[config.mk]
export PLATFORM = sky130hd
export DESIGN_NAME = mst_status_irq
export DESIGN_NICKNAME = d
export VERILOG_FILES = /design/src/logic/mst_pkg.sv /design/src/logic/mst_status_irq.sv
export SDC_FILE = /design/constraint.sdc
export NUM_CORES = 1
export LEC_CHECK = 0
export ABC_AREA = 1
export BUFFER_PORTS_ARGS = -buffer_cell sky130_fd_sc_hd__buf_2
export CAP_MARGIN = 30
export CELL_PAD_IN_SITES_DETAIL_PLACEMENT = 1
export CELL_PAD_IN_SITES_GLOBAL_PLACEMENT = 1
export CORE_ASPECT_RATIO = 1.4
export CORE_MARGIN = 2
export CORE_UTILIZATION = 39
export CTS_CLUSTER_SIZE = 12
export DETAILED_ROUTE_END_ITERATION = 10
export PLACE_DENSITY = 0.82
export SLEW_MARGIN = 10
export SYNTH_ARGS = -nofsm -noshare
export SYNTH_HDL_FRONTEND = slang
export SYNTH_SLANG_ARGS = --single-unit
[constraint.sdc]
create_clock -name clk -period 14.9 [get_ports clk]
set_input_delay 2.98 -clock clk [delete_from_list [all_inputs] [get_ports clk]]
set_output_delay 2.98 -clock clk [all_outputs]
set_load 0.1 [all_outputs]
[src/logic/mst_pkg.sv]
// Package for the module status, interrupt and power-state timing block.
// Assumes a 200 MHz system clock and an APB register port with 32-bit data.
package mst_pkg;

  // Clock and timing figures.
  localparam int unsigned CLK_PERIOD_NS  = 5;
  localparam int unsigned US_NS          = 1000;
  localparam int unsigned CYC_PER_US     = US_NS / CLK_PERIOD_NS;
  localparam int unsigned RESET_PULSE_US = 2;
  localparam int unsigned RESET_PULSE_CYC = RESET_PULSE_US * CYC_PER_US;
  localparam int unsigned INIT_LIMIT_MS  = 2000;
  localparam int unsigned WAKE_LIMIT_MS  = 300;
  localparam int unsigned US_CNT_W       = 8;
  localparam int unsigned RST_CNT_W      = 9;
  localparam int unsigned MS_CNT_W       = 12;
  localparam int unsigned AGE_W          = 16;

  // Register byte addresses on the APB port.
  localparam logic [7:0] ADDR_STATUS = 8'h00;
  localparam logic [7:0] ADDR_FLAGS  = 8'h04;
  localparam logic [7:0] ADDR_MASK   = 8'h08;
  localparam logic [7:0] ADDR_CTRL   = 8'h0C;
  localparam logic [7:0] ADDR_TXNAGE = 8'h10;

  // Field layouts.
  localparam int unsigned STATUS_DNR_BIT    = 0;
  localparam int unsigned STATUS_LP_BIT     = 1;
  localparam int unsigned STATUS_BUSRDY_BIT = 2;
  localparam int unsigned STATUS_STATE_LSB  = 4;
  localparam int unsigned CTRL_PDOWN_BIT    = 0;
  localparam int unsigned CTRL_RATE_LSB     = 1;
  localparam int unsigned RATE_W            = 2;
  localparam int unsigned LANES             = 4;
  localparam int unsigned FLAG_W            = 10;
  localparam int unsigned MASK_W            = 9;
  localparam int unsigned COND_W            = 9;

  // Reset values.
  localparam logic [MASK_W-1:0] MASK_RESET  = 9'h000;
  localparam logic [RATE_W-1:0] RATE_RESET  = 2'h0;
  localparam logic              PDOWN_RESET = 1'b0;

  // Latched event flags; readyEvt is the unmaskable readiness event.
  typedef struct packed {
    logic             readyEvt;
    logic             other;
    logic [LANES-1:0] txFault;
    logic [LANES-1:0] rxLoss;
  } mst_flags_t;

  // Power and readiness states, Gray coded from INIT to WAKE; WAKE to READY flips both bits.
  typedef enum logic [1:0] {
    ST_INIT   = 2'h0,
    ST_READY  = 2'h1,
    ST_LOWPWR = 2'h3,
    ST_WAKE   = 2'h2
  } mst_state_t;

endpackage : mst_pkg

[src/logic/mst_status_irq.sv]
// Status, interrupt and power-state sequencer of a pluggable module.
// Assumes APB from a host bridge on clk, and asynchronous pins for the
// reset pin, low-power pin, management bus clock/data and fault conditions.
module mst_status_irq #(
  parameter int unsigned INIT_MS   = 1000,
  parameter int unsigned WAKE_MS   = 200,
  parameter int unsigned US_PER_MS = 1000
) (
  input  wire logic                       clk,
  input  wire logic                       sys_rst,
  input  wire logic [7:0]                 paddr,
  input  wire logic                       psel,
  input  wire logic                       penable,
  input  wire logic                       pwrite,
  input  wire logic [31:0]                pwdata,
  output logic      [31:0]                prdata,
  output logic                            pready,
  output logic                            pslverr,
  input  wire logic                       module_reset_n_pin,
  input  wire logic                       low_power_pin,
  input  wire logic                       mgmtScl,
  input  wire logic                       mgmtSda,
  input  wire logic [mst_pkg::LANES-1:0]  rxLossCond,
  input  wire logic [mst_pkg::LANES-1:0]  txFaultCond,
  input  wire logic                       otherCond,
  output logic                            interrupt_request_n,
  output logic                            dataNotReady,
  output logic                            busReady,
  output logic                            powerLevel1,
  output logic [mst_pkg::RATE_W-1:0]      bandwidthSel
);

  localparam int unsigned SYNC_W = mst_pkg::COND_W + 4;
  // Synchronisers reset to the idle pin levels, so no false edge follows.
  localparam logic [SYNC_W-1:0] SYNC_IDLE =
    {1'b1, 1'b0, 1'b1, 1'b1, {mst_pkg::COND_W{1'b0}}};

  logic [SYNC_W-1:0]             syncA;
  logic [SYNC_W-1:0]             syncB;
  logic                          rstPinS;
  logic                          lpPinS;
  logic                          sclS;
  logic                          sdaS;
  logic [mst_pkg::COND_W-1:0]    condS;
  logic [mst_pkg::COND_W-1:0]    condPrev;
  logic [mst_pkg::COND_W-1:0]    condRise;
  logic [mst_pkg::US_CNT_W-1:0]  usCnt;
  logic                          usTick;
  logic [mst_pkg::MS_CNT_W-1:0]  usInMs;
  logic                          msTick;
  logic [mst_pkg::RST_CNT_W-1:0] rstLowCnt;
  logic                          pinReset;
  mst_pkg::mst_state_t           state;
  mst_pkg::mst_state_t           next_state;
  logic [mst_pkg::MS_CNT_W-1:0]  phaseMs;
  logic                          phaseDone;
  logic                          goReady;
  logic                          lowPowerReq;
  mst_pkg::mst_flags_t           flags;
  mst_pkg::mst_flags_t           setVec;
  logic [mst_pkg::FLAG_W-1:0]    clrMask;
  logic [mst_pkg::MASK_W-1:0]    mask;
  logic                          ctrlPdown;
  logic [mst_pkg::RATE_W-1:0]    ctrlRate;
  logic                          pending;
  logic                          apbAccess;
  logic                          apbDone;
  logic                          apbMapped;
  logic [31:0]                   next_prdata;
  logic                          sclPrev;
  logic                          sdaPrev;
  logic                          stopSeen;
  logic                          busEnd;
  logic [mst_pkg::AGE_W-1:0]     txnAgeUs;

  // Two-flop synchroniser for every asynchronous pin; only stage B is read.
  always_ff @(posedge clk or posedge sys_rst) begin
    if (sys_rst) begin
      syncA <= SYNC_IDLE;
      syncB <= SYNC_IDLE;
    end else begin
      syncA <= {module_reset_n_pin, low_power_pin, mgmtScl, mgmtSda,
                otherCond, txFaultCond, rxLossCond};
      syncB <= syncA;
    end
  end

  assign rstPinS  = syncB[SYNC_W-1];
  assign lpPinS   = syncB[SYNC_W-2];
  assign sclS     = syncB[SYNC_W-3];
  assign sdaS     = syncB[SYNC_W-4];
  assign condS    = syncB[mst_pkg::COND_W-1:0];
  assign condRise = condS & ~condPrev;

  // Free-running microsecond and millisecond ticks from the system clock.
  always_ff @(posedge clk or posedge sys_rst) begin
    if (sys_rst) begin
      usCnt  <= '0;
      usInMs <= '0;
    end else begin
      if (usTick) begin
        usCnt <= '0;
      end else begin
        usCnt <= usCnt + 1'b1;
      end
      if (msTick) begin
        usInMs <= '0;
      end else if (usTick) begin
        usInMs <= usInMs + 1'b1;
      end
    end
  end

  assign usTick = (usCnt == mst_pkg::US_CNT_W'(mst_pkg::CYC_PER_US - 1));
  assign msTick = usTick && (usInMs == mst_pkg::MS_CNT_W'(US_PER_MS - 1));

  // Reset pin filter; a glitch shorter than the minimum pulse is ignored.
  always_ff @(posedge clk or posedge sys_rst) begin
    if (sys_rst) begin
      rstLowCnt <= '0;
      pinReset  <= 1'b0;
    end else if (rstPinS) begin
      rstLowCnt <= '0;
      pinReset  <= 1'b0;
    end else if (rstLowCnt ==
                 mst_pkg::RST_CNT_W'(mst_pkg::RESET_PULSE_CYC - 1)) begin
      pinReset  <= 1'b1;
    end else begin
      rstLowCnt <= rstLowCnt + 1'b1;
    end
  end

  // Either the pin or the power-down bit asks for power level 1.
  assign lowPowerReq = lpPinS || ctrlPdown;

  // Phase timer runs in milliseconds only while initialising or waking.
  always_ff @(posedge clk or posedge sys_rst) begin
    if (sys_rst) begin
      phaseMs <= '0;
    end else if (pinReset || (next_state != state) ||
                 ((state != mst_pkg::ST_INIT) &&
                  (state != mst_pkg::ST_WAKE))) begin
      phaseMs <= '0;
    end else if (msTick && !phaseDone) begin
      phaseMs <= phaseMs + 1'b1;
    end
  end

  assign phaseDone = (state == mst_pkg::ST_INIT)
                   ? (phaseMs >= mst_pkg::MS_CNT_W'(INIT_MS))
                   : (phaseMs >= mst_pkg::MS_CNT_W'(WAKE_MS));

  // Next state: the init delay stays well inside the readiness limits.
  always_comb begin
    next_state = state;
    case (state)
      mst_pkg::ST_INIT: begin
        if (phaseDone) next_state = mst_pkg::ST_READY;
      end
      mst_pkg::ST_READY: begin
        if (lowPowerReq) next_state = mst_pkg::ST_LOWPWR;
      end
      mst_pkg::ST_LOWPWR: begin
        if (!lowPowerReq) next_state = mst_pkg::ST_WAKE;
      end
      mst_pkg::ST_WAKE: begin
        if (lowPowerReq) begin
          next_state = mst_pkg::ST_LOWPWR;
        end else if (phaseDone) begin
          next_state = mst_pkg::ST_READY;
        end
      end
      default: next_state = mst_pkg::ST_INIT;
    endcase
  end

  assign goReady = (next_state == mst_pkg::ST_READY) &&
                   (state != mst_pkg::ST_READY) && !pinReset;

  // State register; a filtered pin reset restarts initialisation.
  always_ff @(posedge clk or posedge sys_rst) begin
    if (sys_rst) begin
      state <= mst_pkg::ST_INIT;
    end else if (pinReset) begin
      state <= mst_pkg::ST_INIT;
    end else begin
      state <= next_state;
    end
  end

  // Readiness and power outputs, all registered.
  always_ff @(posedge clk or posedge sys_rst) begin
    if (sys_rst) begin
      dataNotReady <= 1'b1;
      busReady     <= 1'b0;
      powerLevel1  <= 1'b0;
      bandwidthSel <= mst_pkg::RATE_RESET;
    end else begin
      dataNotReady <= (next_state != mst_pkg::ST_READY) || pinReset;
      if (pinReset) begin
        busReady <= 1'b0;
      end else if (goReady) begin
        busReady <= 1'b1;
      end
      powerLevel1  <= lowPowerReq;
      bandwidthSel <= ctrlRate;
    end
  end

  // Condition edges set flags; the readiness event is raised with it.
  always_comb begin
    setVec          = '0;
    setVec.rxLoss   = condRise[mst_pkg::LANES-1:0];
    setVec.txFault  = condRise[2*mst_pkg::LANES-1:mst_pkg::LANES];
    setVec.other    = condRise[mst_pkg::COND_W-1];
    setVec.readyEvt = goReady;
  end

  // Flags are sticky; a set in the clearing cycle wins over the clear.
  always_ff @(posedge clk or posedge sys_rst) begin
    if (sys_rst) begin
      flags    <= '0;
      condPrev <= '0;
    end else if (pinReset) begin
      flags    <= '0;
      condPrev <= condS;
    end else begin
      flags    <= (flags & ~clrMask) | setVec;
      condPrev <= condS;
    end
  end

  // Masked flags never reach the line; the readiness event is unmasked.
  assign pending = flags.readyEvt ||
                   (|(flags[mst_pkg::MASK_W-1:0] & ~mask));

  // Interrupt line follows pending state one cycle later.
  always_ff @(posedge clk or posedge sys_rst) begin
    if (sys_rst) begin
      interrupt_request_n <= 1'b1;
    end else begin
      interrupt_request_n <= !pending;
    end
  end

  // Management bus stop detector: deadlines start at the next SCL fall.
  always_ff @(posedge clk or posedge sys_rst) begin
    if (sys_rst) begin
      sclPrev  <= 1'b1;
      sdaPrev  <= 1'b1;
      stopSeen <= 1'b0;
      txnAgeUs <= '0;
    end else begin
      sclPrev <= sclS;
      sdaPrev <= sdaS;
      if (sclS && sclPrev && sdaS && !sdaPrev) begin
        stopSeen <= 1'b1;
      end else if (busEnd) begin
        stopSeen <= 1'b0;
      end
      if (busEnd) begin
        txnAgeUs <= '0;
      end else if (usTick && (txnAgeUs != '1)) begin
        txnAgeUs <= txnAgeUs + 1'b1;
      end
    end
  end

  assign busEnd = stopSeen && sclPrev && !sclS;

  // APB slave with one wait state; writes and read clears act at completion.
  assign apbAccess = psel && penable;
  assign apbDone   = apbAccess && pready;
  assign apbMapped = (paddr == mst_pkg::ADDR_STATUS) ||
                     (paddr == mst_pkg::ADDR_FLAGS)  ||
                     (paddr == mst_pkg::ADDR_MASK)   ||
                     (paddr == mst_pkg::ADDR_CTRL)   ||
                     (paddr == mst_pkg::ADDR_TXNAGE);
  // Only the bits that the reader actually saw are cleared.
  assign clrMask   = (apbDone && !pwrite && (paddr == mst_pkg::ADDR_FLAGS))
                   ? prdata[mst_pkg::FLAG_W-1:0] : '0;

  // Read mux; unmapped addresses return zero.
  always_comb begin
    next_prdata = '0;
    case (paddr)
      mst_pkg::ADDR_STATUS: begin
        next_prdata[mst_pkg::STATUS_DNR_BIT]    = dataNotReady;
        next_prdata[mst_pkg::STATUS_LP_BIT]     = powerLevel1;
        next_prdata[mst_pkg::STATUS_BUSRDY_BIT] = busReady;
        next_prdata[mst_pkg::STATUS_STATE_LSB +: 2] = state;
      end
      mst_pkg::ADDR_FLAGS:  next_prdata[mst_pkg::FLAG_W-1:0] = flags;
      mst_pkg::ADDR_MASK:   next_prdata[mst_pkg::MASK_W-1:0] = mask;
      mst_pkg::ADDR_CTRL: begin
        next_prdata[mst_pkg::CTRL_PDOWN_BIT] = ctrlPdown;
        next_prdata[mst_pkg::CTRL_RATE_LSB +: mst_pkg::RATE_W] = ctrlRate;
      end
      mst_pkg::ADDR_TXNAGE: next_prdata[mst_pkg::AGE_W-1:0] = txnAgeUs;
      default:              next_prdata = '0;
    endcase
  end

  // Bus answer flops.
  always_ff @(posedge clk or posedge sys_rst) begin
    if (sys_rst) begin
      pready  <= 1'b0;
      pslverr <= 1'b0;
      prdata  <= '0;
    end else begin
      pready <= apbAccess && !pready;
      if (apbAccess && !pready) begin
        pslverr <= !apbMapped;
        prdata  <= pwrite ? 32'h0000_0000 : next_prdata;
      end
    end
  end

  // Writable registers; the pin reset returns them to defaults too.
  always_ff @(posedge clk or posedge sys_rst) begin
    if (sys_rst) begin
      mask      <= mst_pkg::MASK_RESET;
      ctrlPdown <= mst_pkg::PDOWN_RESET;
      ctrlRate  <= mst_pkg::RATE_RESET;
    end else if (pinReset) begin
      mask      <= mst_pkg::MASK_RESET;
      ctrlPdown <= mst_pkg::PDOWN_RESET;
      ctrlRate  <= mst_pkg::RATE_RESET;
    end else if (apbDone && pwrite) begin
      if (paddr == mst_pkg::ADDR_MASK) begin
        mask <= pwdata[mst_pkg::MASK_W-1:0];
      end
      if (paddr == mst_pkg::ADDR_CTRL) begin
        ctrlPdown <= pwdata[mst_pkg::CTRL_PDOWN_BIT];
        ctrlRate  <= pwdata[mst_pkg::CTRL_RATE_LSB +: mst_pkg::RATE_W];
      end
    end
  end
endmodule : mst_status_irq

* Word level (Yosys, flattened, before mapping) *
Cells that the tools add are included.
W data, S select, Z words.

cells by class
  add/subtract/negate cells = 5
  order comparisons = 2
  equal/unequal tests = 17
  muxes and demuxes = 40
  bitwise operators = 7
  reduce and logical (&&, ||, !) cells = 49

operators with widths
  kind                     number
  $mux W12                 4
  $mux W16                 3
  $mux W9                  5
  $add A12 B1 Y12 const B  2
  $mux W10                 2
  $reduce_bool A2 Y1       10
  $and A9 B9 Y9            2
  $not A9 Y9               2
  $logic_and A1 B1 Y1      17
  $add A16 B1 Y16 const B  1
  $eq A8 B4 Y1 const B     2
  $mux W2                  8
  $ne A16 B16 Y1 const B   1
  $pmux W2 S4              2
  $pmux W3 S5              1
  $eq A12 B10 Y1 const B   1
  $ge A12 B10 Y1 const B   1
  $ge A12 B8 Y1 const B    1
  $and A10 B10 Y10         1
  $mux W1                  10
  $not A10 Y10             1
  $or A10 B10 Y10          1
  $add A9 B1 Y9 const B    1
  $eq A9 B9 Y1 const B     1
  20 further kinds         40

storage, ports and cells
  register bits = 160
  input port bits = 58
  output and inout bits = 40
  word-level logic and storage cells = 148

* Depth between registers and ports, before layout *
Gate-level depths: netlist (run 1).

  depth in word-level cells = 10
  depth in mapped cells = 11
  gate-level depth less buffers = 11

* Worst setup path before layout (run 1) *
Ideal clock, no wire load.

  kind = input-to-reg
  from = in paddr[1]
  to = reg flags[1] (netlist name)
  library setup time = 0.136 ns
  data arrival time = 3.843 ns
  required time = 14.764 ns
  setup slack = 10.920 ns
  stages = 9
  path buffers = 1
  path through = nor2_1 > nand2_1 > nor2_1 > nand2_1 > inv_2 > buf_4 > nand3_1 > nand2_1 > a21oi_1

between the ends
  longest elaborated chain between the ends = 7

RTL lines
  item                    RTL line               source
  start: declaration      mst_status_irq.sv:11   input wire logic [7:0] paddr,
  $eq A8 B3 Y1            mst_status_irq.sv:280  assign clrMask = (apbDone && !pwrite && (paddr == mst_pkg::ADDR_FLAGS))
  $logic_and A1 B1 Y1     mst_status_irq.sv:280
  $mux W10                mst_status_irq.sv:281  ? prdata[mst_pkg::FLAG_W-1:0] : '0;
  $not A10 Y10            mst_status_irq.sv:228  flags <= (flags & ~clrMask) | setVec;
  $and A10 B10 Y10        mst_status_irq.sv:228
  $or A10 B10 Y10         mst_status_irq.sv:228
  $mux W10                mst_status_irq.sv:224  end else if (pinReset) begin
  end signal: assignment  mst_status_irq.sv:228
  end: declaration        mst_status_irq.sv:59   mst_pkg::mst_flags_t flags;

No other way between the ends.
A chain may end at the register's enable or synchronous reset.

* Final worst setup path (run 1) *
  from = in paddr[5]
  to = reg mask[5] (netlist name)

between the ends
  longest elaborated chain between the ends = 3

RTL lines
  item                          RTL line               source
  $eq A8 B4 Y1                  mst_status_irq.sv:330  if (paddr == mst_pkg::ADDR_MASK) begin
  $reduce_bool A2 Y1 (no line)  -
  $reduce_and A2 Y1 (no line)   -
  end signal: assignment        mst_status_irq.sv:322  mask <= mst_pkg::MASK_RESET;
  end signal: assignment        mst_status_irq.sv:326  mask <= mst_pkg::MASK_RESET;
  end signal: assignment        mst_status_irq.sv:331  mask <= pwdata[mst_pkg::MASK_W-1:0];
  end: declaration              mst_status_irq.sv:62   logic [mst_pkg::MASK_W-1:0] mask;

No other way between the ends.

==> results of run 1 <==
[layout by cell type (no fill, tap or decap), types with 5 or more instances in the layout]
cell	instances
o21ai_1	5
o21bai_1	6
nand2_2	5
buf_2	58
conb_1	18
nor2_1	65
nand2_1	184
clkbuf_16	17
a21oi_1	28
inv_6	9
o21ai_0	32
o211ai_1	7
nor3_1	15
ha_1	6
xor2_1	7
nand3_1	73
o21ai_2	8
inv_1	98
dfstp_2	10
dfrtp_1	134
nand4_1	18
[cells by family after synthesis]
| kind of cell | after synthesis | share of synthesized area, % |
|---|---|---|
| AND/OR/NAND/NOR | 389 | 26.45 |
| other | 1 | 0.05537 |
| buffers and inverters | 133 | 8.701 |
| XOR/XNOR | 8 | 1.035 |
| AO/OA/AOI/OAI | 103 | 9.255 |
| adder cells (fa/ha/maj) | 6 | 1.108 |
| flip-flops | 144 | 53.39 |
[flip-flops by register name, indices dropped and copies added, names as in the netlist, 8 cells and up]
signal,flops
condPrev,9
flags,10
mask,9
phaseMs,12
prdata,16
rstLowCnt,9
syncA,13
syncB,13
txnAgeUs,16
usCnt,8
usInMs,12
[area by class of cell]
cell class / instances / area, um2
Clock inverter: 14 / 167.7
Multi-Input combinational cell: 524 / 2631
Tap cell: 236 / 295.3
Clock buffer: 18 / 439.2
Inverter: 106 / 404.1
Sequential cell: 144 / 3616
Fill cell: 2083 / 9336
Timing Repair Buffer: 59 / 297.8
[stage by stage]
stage / total power, uW / setup slack (ns) / instances
after global routing: 940.6 / 10.35 / 1101
final: 908.3 / 10.50 / 1101
after CTS: 918.1 / 10.48 / 1101
after floorplan: 463.5 / 8.070 / 801
after detailed placement: 475.4 / 10.10 / 1069
after global placement: 474.1 / 10.11 / 1069
[report_power, final]
| group | switching, uW | internal (uW) | leakage (uW) | total (uW) |
|---|---|---|---|---|
| sequential | 5.36 | 401 | 0.00182 | 407 |
| clock | 184 | 257 | 0.000294 | 441 |
| combinational | 51.3 | 9.53 | 0.00174 | 60.9 |
[metal layers]
metal  global-route usage, %  vias to the layer above  part of all wire, %
met5                       0                        -                    0
met3                   4.250                       31                  3.0
li1                        -                     2645                    -
met4                   8.379                        0                  3.0
met2                   35.17                      102                   53
met1                   23.36                     2773                   40
[critical path, cell delays in order]
cell	delay (ns)
buf_2	0.09
nor2_1	0.14
nand3_1	0.21
inv_1	0.15
nand2_1	0.10
inv_1	0.30
nand2_1	0.32
nand2_1	0.26
nand3_1	0.10
o21ai_0	0.10
[worst max-delay path by stage]
| stage | from | end | slack, ns |
|---|---|---|---|
| 2_1_floorplan | sys_rst | bandwidthSel[0] | 8.07 |
| 3_3_place_gp | psel | pslverr | 10.11 |
| 3_5_place_dp | paddr[5] | mask[5] | 10.10 |
| 4_1_cts | dataNotReady | dataNotReady | 10.48 |
| 5_1_grt | paddr[5] | mask[8] | 10.35 |
| 6_report | paddr[5] | mask[5] | 10.50 |
==> flow_metrics.env, run 1 <==
export IMPL_critical_path_max_fanout=11
export IMPL_worstReg2RegStart="pready"
export IMPL_cts_inserted_buffers=17
export IMPL_worst_r2r_path_depth=5
export IMPL_arrival_ns=4.75
export IMPL_r2r_end="prdata[5]"
export IMPL_hold_slack_ns=0.3483
export IMPL_worst_hold_path_type="reg2reg"
export IMPL_die_w_um=115.4
export IMPL_maxSlewHeadroom_pct=38.94
export IMPL_synth_seq_cells=144
export IMPL_postCtsSetupRepairBufs=0
export IMPL_cts_tree="built"
export IMPL_synth_seq_area_share_pct=53.39
export IMPL_routedWlPerCell_um=15.63
export IMPL_grt_usage_pct=20.06
export IMPL_end_kind="register"
export IMPL_htree_levels=4
export IMPL_finalSetupViolCount=0
export IMPL_ys_flop_type="dfrtp_1"
export IMPL_path_clk_slew_ns=0.06
export IMPL_cts_hold_buf=0
export IMPL_whs_path_depth=0
export IMPL_gp_congestion=0.8502
export IMPL_synth_top_cell_area_share_pct=49.51
export IMPL_first_global_vias=5999
export IMPL_ctsResizeCount=0
export IMPL_timing_worst_setup_path_type="in2reg"
export IMPL_placed_area_um2=7244
export IMPL_synth_area_um2=6773
export IMPL_stdcell_area_um2=7851
export IMPL_synth_cell_types=49
export IMPL_drive_gt1_share_pct=16.42
export IMPL_initialDrtViolationCount=275
export IMPL_yosys_area_top_type="dfrtp_1"
export IMPL_synthCells=784
export IMPL_async_flop_share_pct=100.0
export IMPL_start_util_pct=39.40
export IMPL_cts_buffer_depth=2
export IMPL_synth_edf_count=0
export IMPL_grt_overflow=0
export IMPL_worst_pin_slew_ns=0.9125
export IMPL_vdd_drop_max_v=0.00008704
export IMPL_startpoint_type="primary input"
export IMPL_rsz0062_at_grt="false"
export IMPL_maxSlewViolCount=0
export IMPL_cts_sinks=144
export IMPL_r2r_slack_ns=12.79
export IMPL_yosys_warnings=0
export IMPL_synth_avg_cell_area_um2=8.639
export IMPL_antenna_left=0
export IMPL_setup_tns_ns=0
export IMPL_io_buffer_count=58
export IMPL_grt_pass1_wl_um=29130
export IMPL_n_antenna_cell=0
export IMPL_max_freq_mhz=227.2
export IMPL_critical_path_required_ns=15.25
export IMPL_powerDensity_nw_per_um2=115.7
export IMPL_num_rows=57
export IMPL_cts_root_buf="clkbuf_16"
export IMPL_drv_cap=0
export IMPL_hold_viol=0
export IMPL_netlist_top_cells_count="184 x nand2_1, 134 x dfrtp_1, 99 x inv_1"
export IMPL_status="completed"
export IMPL_worstSkewPairLatency_ns=0.44
export IMPL_core_area_um2=17190
export IMPL_hold_start="syncA[1]"
export IMPL_io_pin_count=98
export IMPL_final_util_pct=45.68
export IMPL_fp_dieH_um=159.9
export IMPL_fin_crit_ns=4.402
export IMPL_synthTopCellsByArea="dfrtp_1 50%, nand2_1 10%, inv_1 5.5%"
export IMPL_first_pass_iters=5
export IMPL_fin_crit_sh_pct=29.54
export IMPL_drc=0
export IMPL_finClkSkew_ns=0.009055
export IMPL_vias_per_cell=5.042
export IMPL_routed_wl_um=17210
export IMPL_fp_dieArea_um2=18450
export IMPL_dp_final_hpwl_um=12180
export IMPL_area_delta_synth_final_pct=15.92
export IMPL_grt_antenna_before_repair=0
export IMPL_leakage_uw=0.003854
export IMPL_fin_nets=916
export IMPL_post_synth_top_count_cell="nand2_1"
export IMPL_grt_max_degree=89
export IMPL_dr_total_vias=5551
export IMPL_min_to="syncB[1]"
Power figures use the tool's default switching activity.
==> run 2: changes to the inputs <==
--- a/config.mk
+++ b/config.mk
@@ -5,7 +5,7 @@
 export SDC_FILE = /design/constraint.sdc
 export NUM_CORES = 1
 export LEC_CHECK = 0
-export ABC_AREA = 1
+export ABC_AREA = 0
 export BUFFER_PORTS_ARGS = -buffer_cell sky130_fd_sc_hd__buf_2
 export CAP_MARGIN = 30
 export CELL_PAD_IN_SITES_DETAIL_PLACEMENT = 1
@@ -15,7 +15,7 @@
 export CORE_UTILIZATION = 39
 export CTS_CLUSTER_SIZE = 12
 export DETAILED_ROUTE_END_ITERATION = 10
-export PLACE_DENSITY = 0.82
+export PLACE_DENSITY = 0.83
 export SLEW_MARGIN = 10
 export SYNTH_ARGS = -nofsm -noshare
 export SYNTH_HDL_FRONTEND = slang
==> constraint.sdc (replaced) <==
create_clock -name clk -period 3.8 [get_ports clk]
set_input_delay 0.76 -clock clk [delete_from_list [all_inputs] [get_ports clk]]
set_output_delay 0.76 -clock clk [all_outputs]
set_load 0.1 [all_outputs]
==> run 2 against run 1 <==
  * Worst hold slack worse by 0.00055 ns
  * Final area down 5.8%
  * First-iteration DRC count down 16%
  * Critical path depth down 4
  * Largest cell class unchanged
  * Critical path type is now reg2reg
  * Sequential power rose to 4.0 times the previous value
  * Worst setup slack worse by 9.7 ns
  * Via count down 13%
  * Die area down 6.2%
  * Combinational power rose to 4.0 times the previous value
  * Clock-buffer cell count up 1
  * Global-route usage down 0.91 points
==> flow_metrics.env, run 2 <==
export IMPL_io_buffer_count=58
export IMPL_grt_pass1_wl_um=26630
export IMPL_drive_gt1_share_pct=16.67
export IMPL_grt_overflow=0
export IMPL_timing_worst_setup_path_type="reg2reg"
export IMPL_cts_sinks=144
export IMPL_rsz0062_at_grt="false"
export IMPL_ctsResizeCount=0
export IMPL_core_area_um2=16030
export IMPL_synth_cell_types=57
export IMPL_worstReg2RegStart="usInMs[0]"
export IMPL_r2r_end="phaseMs[6]"
export IMPL_r2r_slack_ns=0.82
export IMPL_gp_congestion=0.8023
export IMPL_first_pass_iters=4
export IMPL_worst_hold_path_type="reg2reg"
export IMPL_final_util_pct=46.12
export IMPL_synth_avg_cell_area_um2=10.47
export IMPL_setup_tns_ns=0
export IMPL_synth_top_family_by_area="simple AND/OR/NAND/NOR gates"
export IMPL_startpoint_type="register"
export IMPL_cts_tree="built"
export IMPL_dp_final_hpwl_um=10690
export IMPL_end_kind="register"
export IMPL_synth_seq_cells=144
export IMPL_num_rows=55
export IMPL_routedWlPerCell_um=17.87
export IMPL_io_pin_count=98
export IMPL_ys_flop_type="dfrtp_1"
export IMPL_top_regs="prdata (16), txnAgeUs (16)"
export IMPL_critical_path_required_ns=4.14
export IMPL_fin_nets=729
export IMPL_finClkSkew_ns=0.009098
export IMPL_powerDensity_nw_per_um2=479.5
export IMPL_cts_hold_buf=0
export IMPL_synth_top_cell_area_share_pct=52.87
export IMPL_vdd_drop_max_v=0.0002535
export IMPL_path_clk_slew_ns=0.06
export IMPL_drv_cap=0
export IMPL_arrival_ns=3.32
export IMPL_use_met1_pct=21.08
export IMPL_die_w_um=111.8
export IMPL_leakage_uw=0.003295
export IMPL_synth_compound_area_share_pct=11.80
export IMPL_fin_crit_ns=2.981
export IMPL_routed_wl_um=15680
export IMPL_synth_area_um2=6342
export IMPL_endpoint="phaseMs[6]"
export IMPL_grt_busiest_layer="met2"
export IMPL_worstSkewPairLatency_ns=0.42
export IMPL_use_met3_pct=3.428
export IMPL_yosys_warnings=0
export IMPL_fin_crit_sh_pct=78.44
export IMPL_drc=0
export IMPL_grt_util_met2_pct=36.02
export IMPL_area_delta_synth_final_pct=16.59
export IMPL_worst_r2r_path_depth=6
export IMPL_synth_simple_area_share_pct=17.48
export IMPL_n_antenna_cell=0
export IMPL_worst_pin_slew_ns=0.9170
export IMPL_final_cell_mix="134 x dfrtp_1, 58 x buf_2, 51 x nor2_1"
export IMPL_whs_path_depth=0
export IMPL_synth_seq_area_share_pct=57.01
export IMPL_multi_input_area_um2=2454
export IMPL_critical_path_max_fanout=17
export IMPL_seq_area_um2=3616
export IMPL_cts_root_buf="clkbuf_16"
export IMPL_first_global_vias=5319
export IMPL_antenna_left=0
export IMPL_max_freq_mhz=335.5
export IMPL_start_util_pct=39.56
export IMPL_yosys_area_top_type="dfrtp_1"
export IMPL_synth_edf_count=0
export IMPL_hold_viol=0
export IMPL_status="completed"
export IMPL_netlist_top_cells_count="134 x dfrtp_1, 51 x nor2_1, 44 x nand2_1"
export IMPL_crit_start="usInMs[0]"
export IMPL_fp_dieArea_um2=17310
export IMPL_maxSlewViolCount=0
export IMPL_synth_xor_area_share_pct=3.867
export IMPL_vias_per_cell=5.512
export IMPL_fp_dieH_um=154.9
export IMPL_cts_buffer_depth=2
export IMPL_maxSlewHeadroom_pct=38.86
export IMPL_htree_levels=4
export IMPL_synthTopCellsByArea="dfrtp_1 53%, dfstp_2 4.1%, nor2_1 3.0%"
export IMPL_dr_total_vias=4834
export IMPL_hold_slack_ns=0.3477
export IMPL_synthCells=606
export IMPL_cts_inserted_buffers=17
export IMPL_post_synth_top_count_cell="dfrtp_1"
export IMPL_grt_max_degree=145
export IMPL_initialDrtViolationCount=230
export IMPL_layout_commonest_cell="dfrtp_1"
export IMPL_finalSetupViolCount=0
export IMPL_grt_antenna_before_repair=0
export IMPL_async_flop_share_pct=100.0
export IMPL_muxShareOfSynthArea_pct=3.196
export IMPL_grt_usage_pct=19.15
export IMPL_synth_adder_area_share_pct=1.184
export IMPL_fillers=1794
export IMPL_postCtsSetupRepairBufs=0
==> run 2: power by group <==
group          switching (uW)  total [uW]  leakage (uW)  internal [uW]
Clock                     678        1690      0.000284           1010
Sequential               35.5        1610       0.00181           1580
Combinational             195         241       0.00120           46.9
Total                     908        3550       0.00330           2640
==> run 2: final cells by class <==
class / count / share of cell area, %
Sequential cell: 144 / 48.90
Multi-Input combinational cell: 404 / 33.18
Clock buffer: 19 / 6.125
Timing Repair Buffer: 63 / 4.602
Tap cell: 199 / 3.367
Clock inverter: 13 / 1.997
Inverter: 35 / 1.827
==> run 2: kinds of logic after synthesis <==
group	count (synthesis)
AOI/OAI and AO/OA	119
and+or+nand+nor	213
adders and majority gates	6
other	1
buffers and inverters	75
DFF	144
muxes	20
xor gates and xnor gates	28
==> run 2: worst min-delay path by stage <==
stage                 to  slack [ns]      start
2_1_floorplan   syncB[0]        0.33   syncA[0]
3_3_place_gp    syncB[7]        0.33   syncA[7]
3_5_place_dp    syncB[2]        0.34   syncA[2]
4_1_cts         syncB[5]        0.35   syncA[5]
5_1_grt        syncB[12]        0.36  syncA[12]
6_report        syncB[5]        0.35   syncA[5]
==> run 2: worst max-delay path, stage by stage, from the launching register on <==
cell and delay [ns]:
dfrtp_1 0.41, ha_1 0.25, or4b_1 0.46, or4_1 0.44, a2111o_1 0.61, or4_1 0.59, a21oi_1 0.15
==> run 2: metal layers <==
layer	vias up	wire, um	share of wire [%]
met5	-	0	0
met4	0	387	2.5
met3	32	415	2.6
met2	99	8827	56
met1	2481	6045	39
li1	2222	-	-
==> run 2: stage by stage <==
stage	cell area, um2	setup WS [ns]	instances	total power [uW]
2_1_floorplan	6410	1.192	623	1831
3_3_place_gp	6794	0.9602	845	1871
3_5_place_dp	6794	0.8414	845	1883
4_1_cts	7395	0.8279	877	3584
5_1_grt	7395	0.6601	877	3678
6_report	7395	0.8192	877	3546
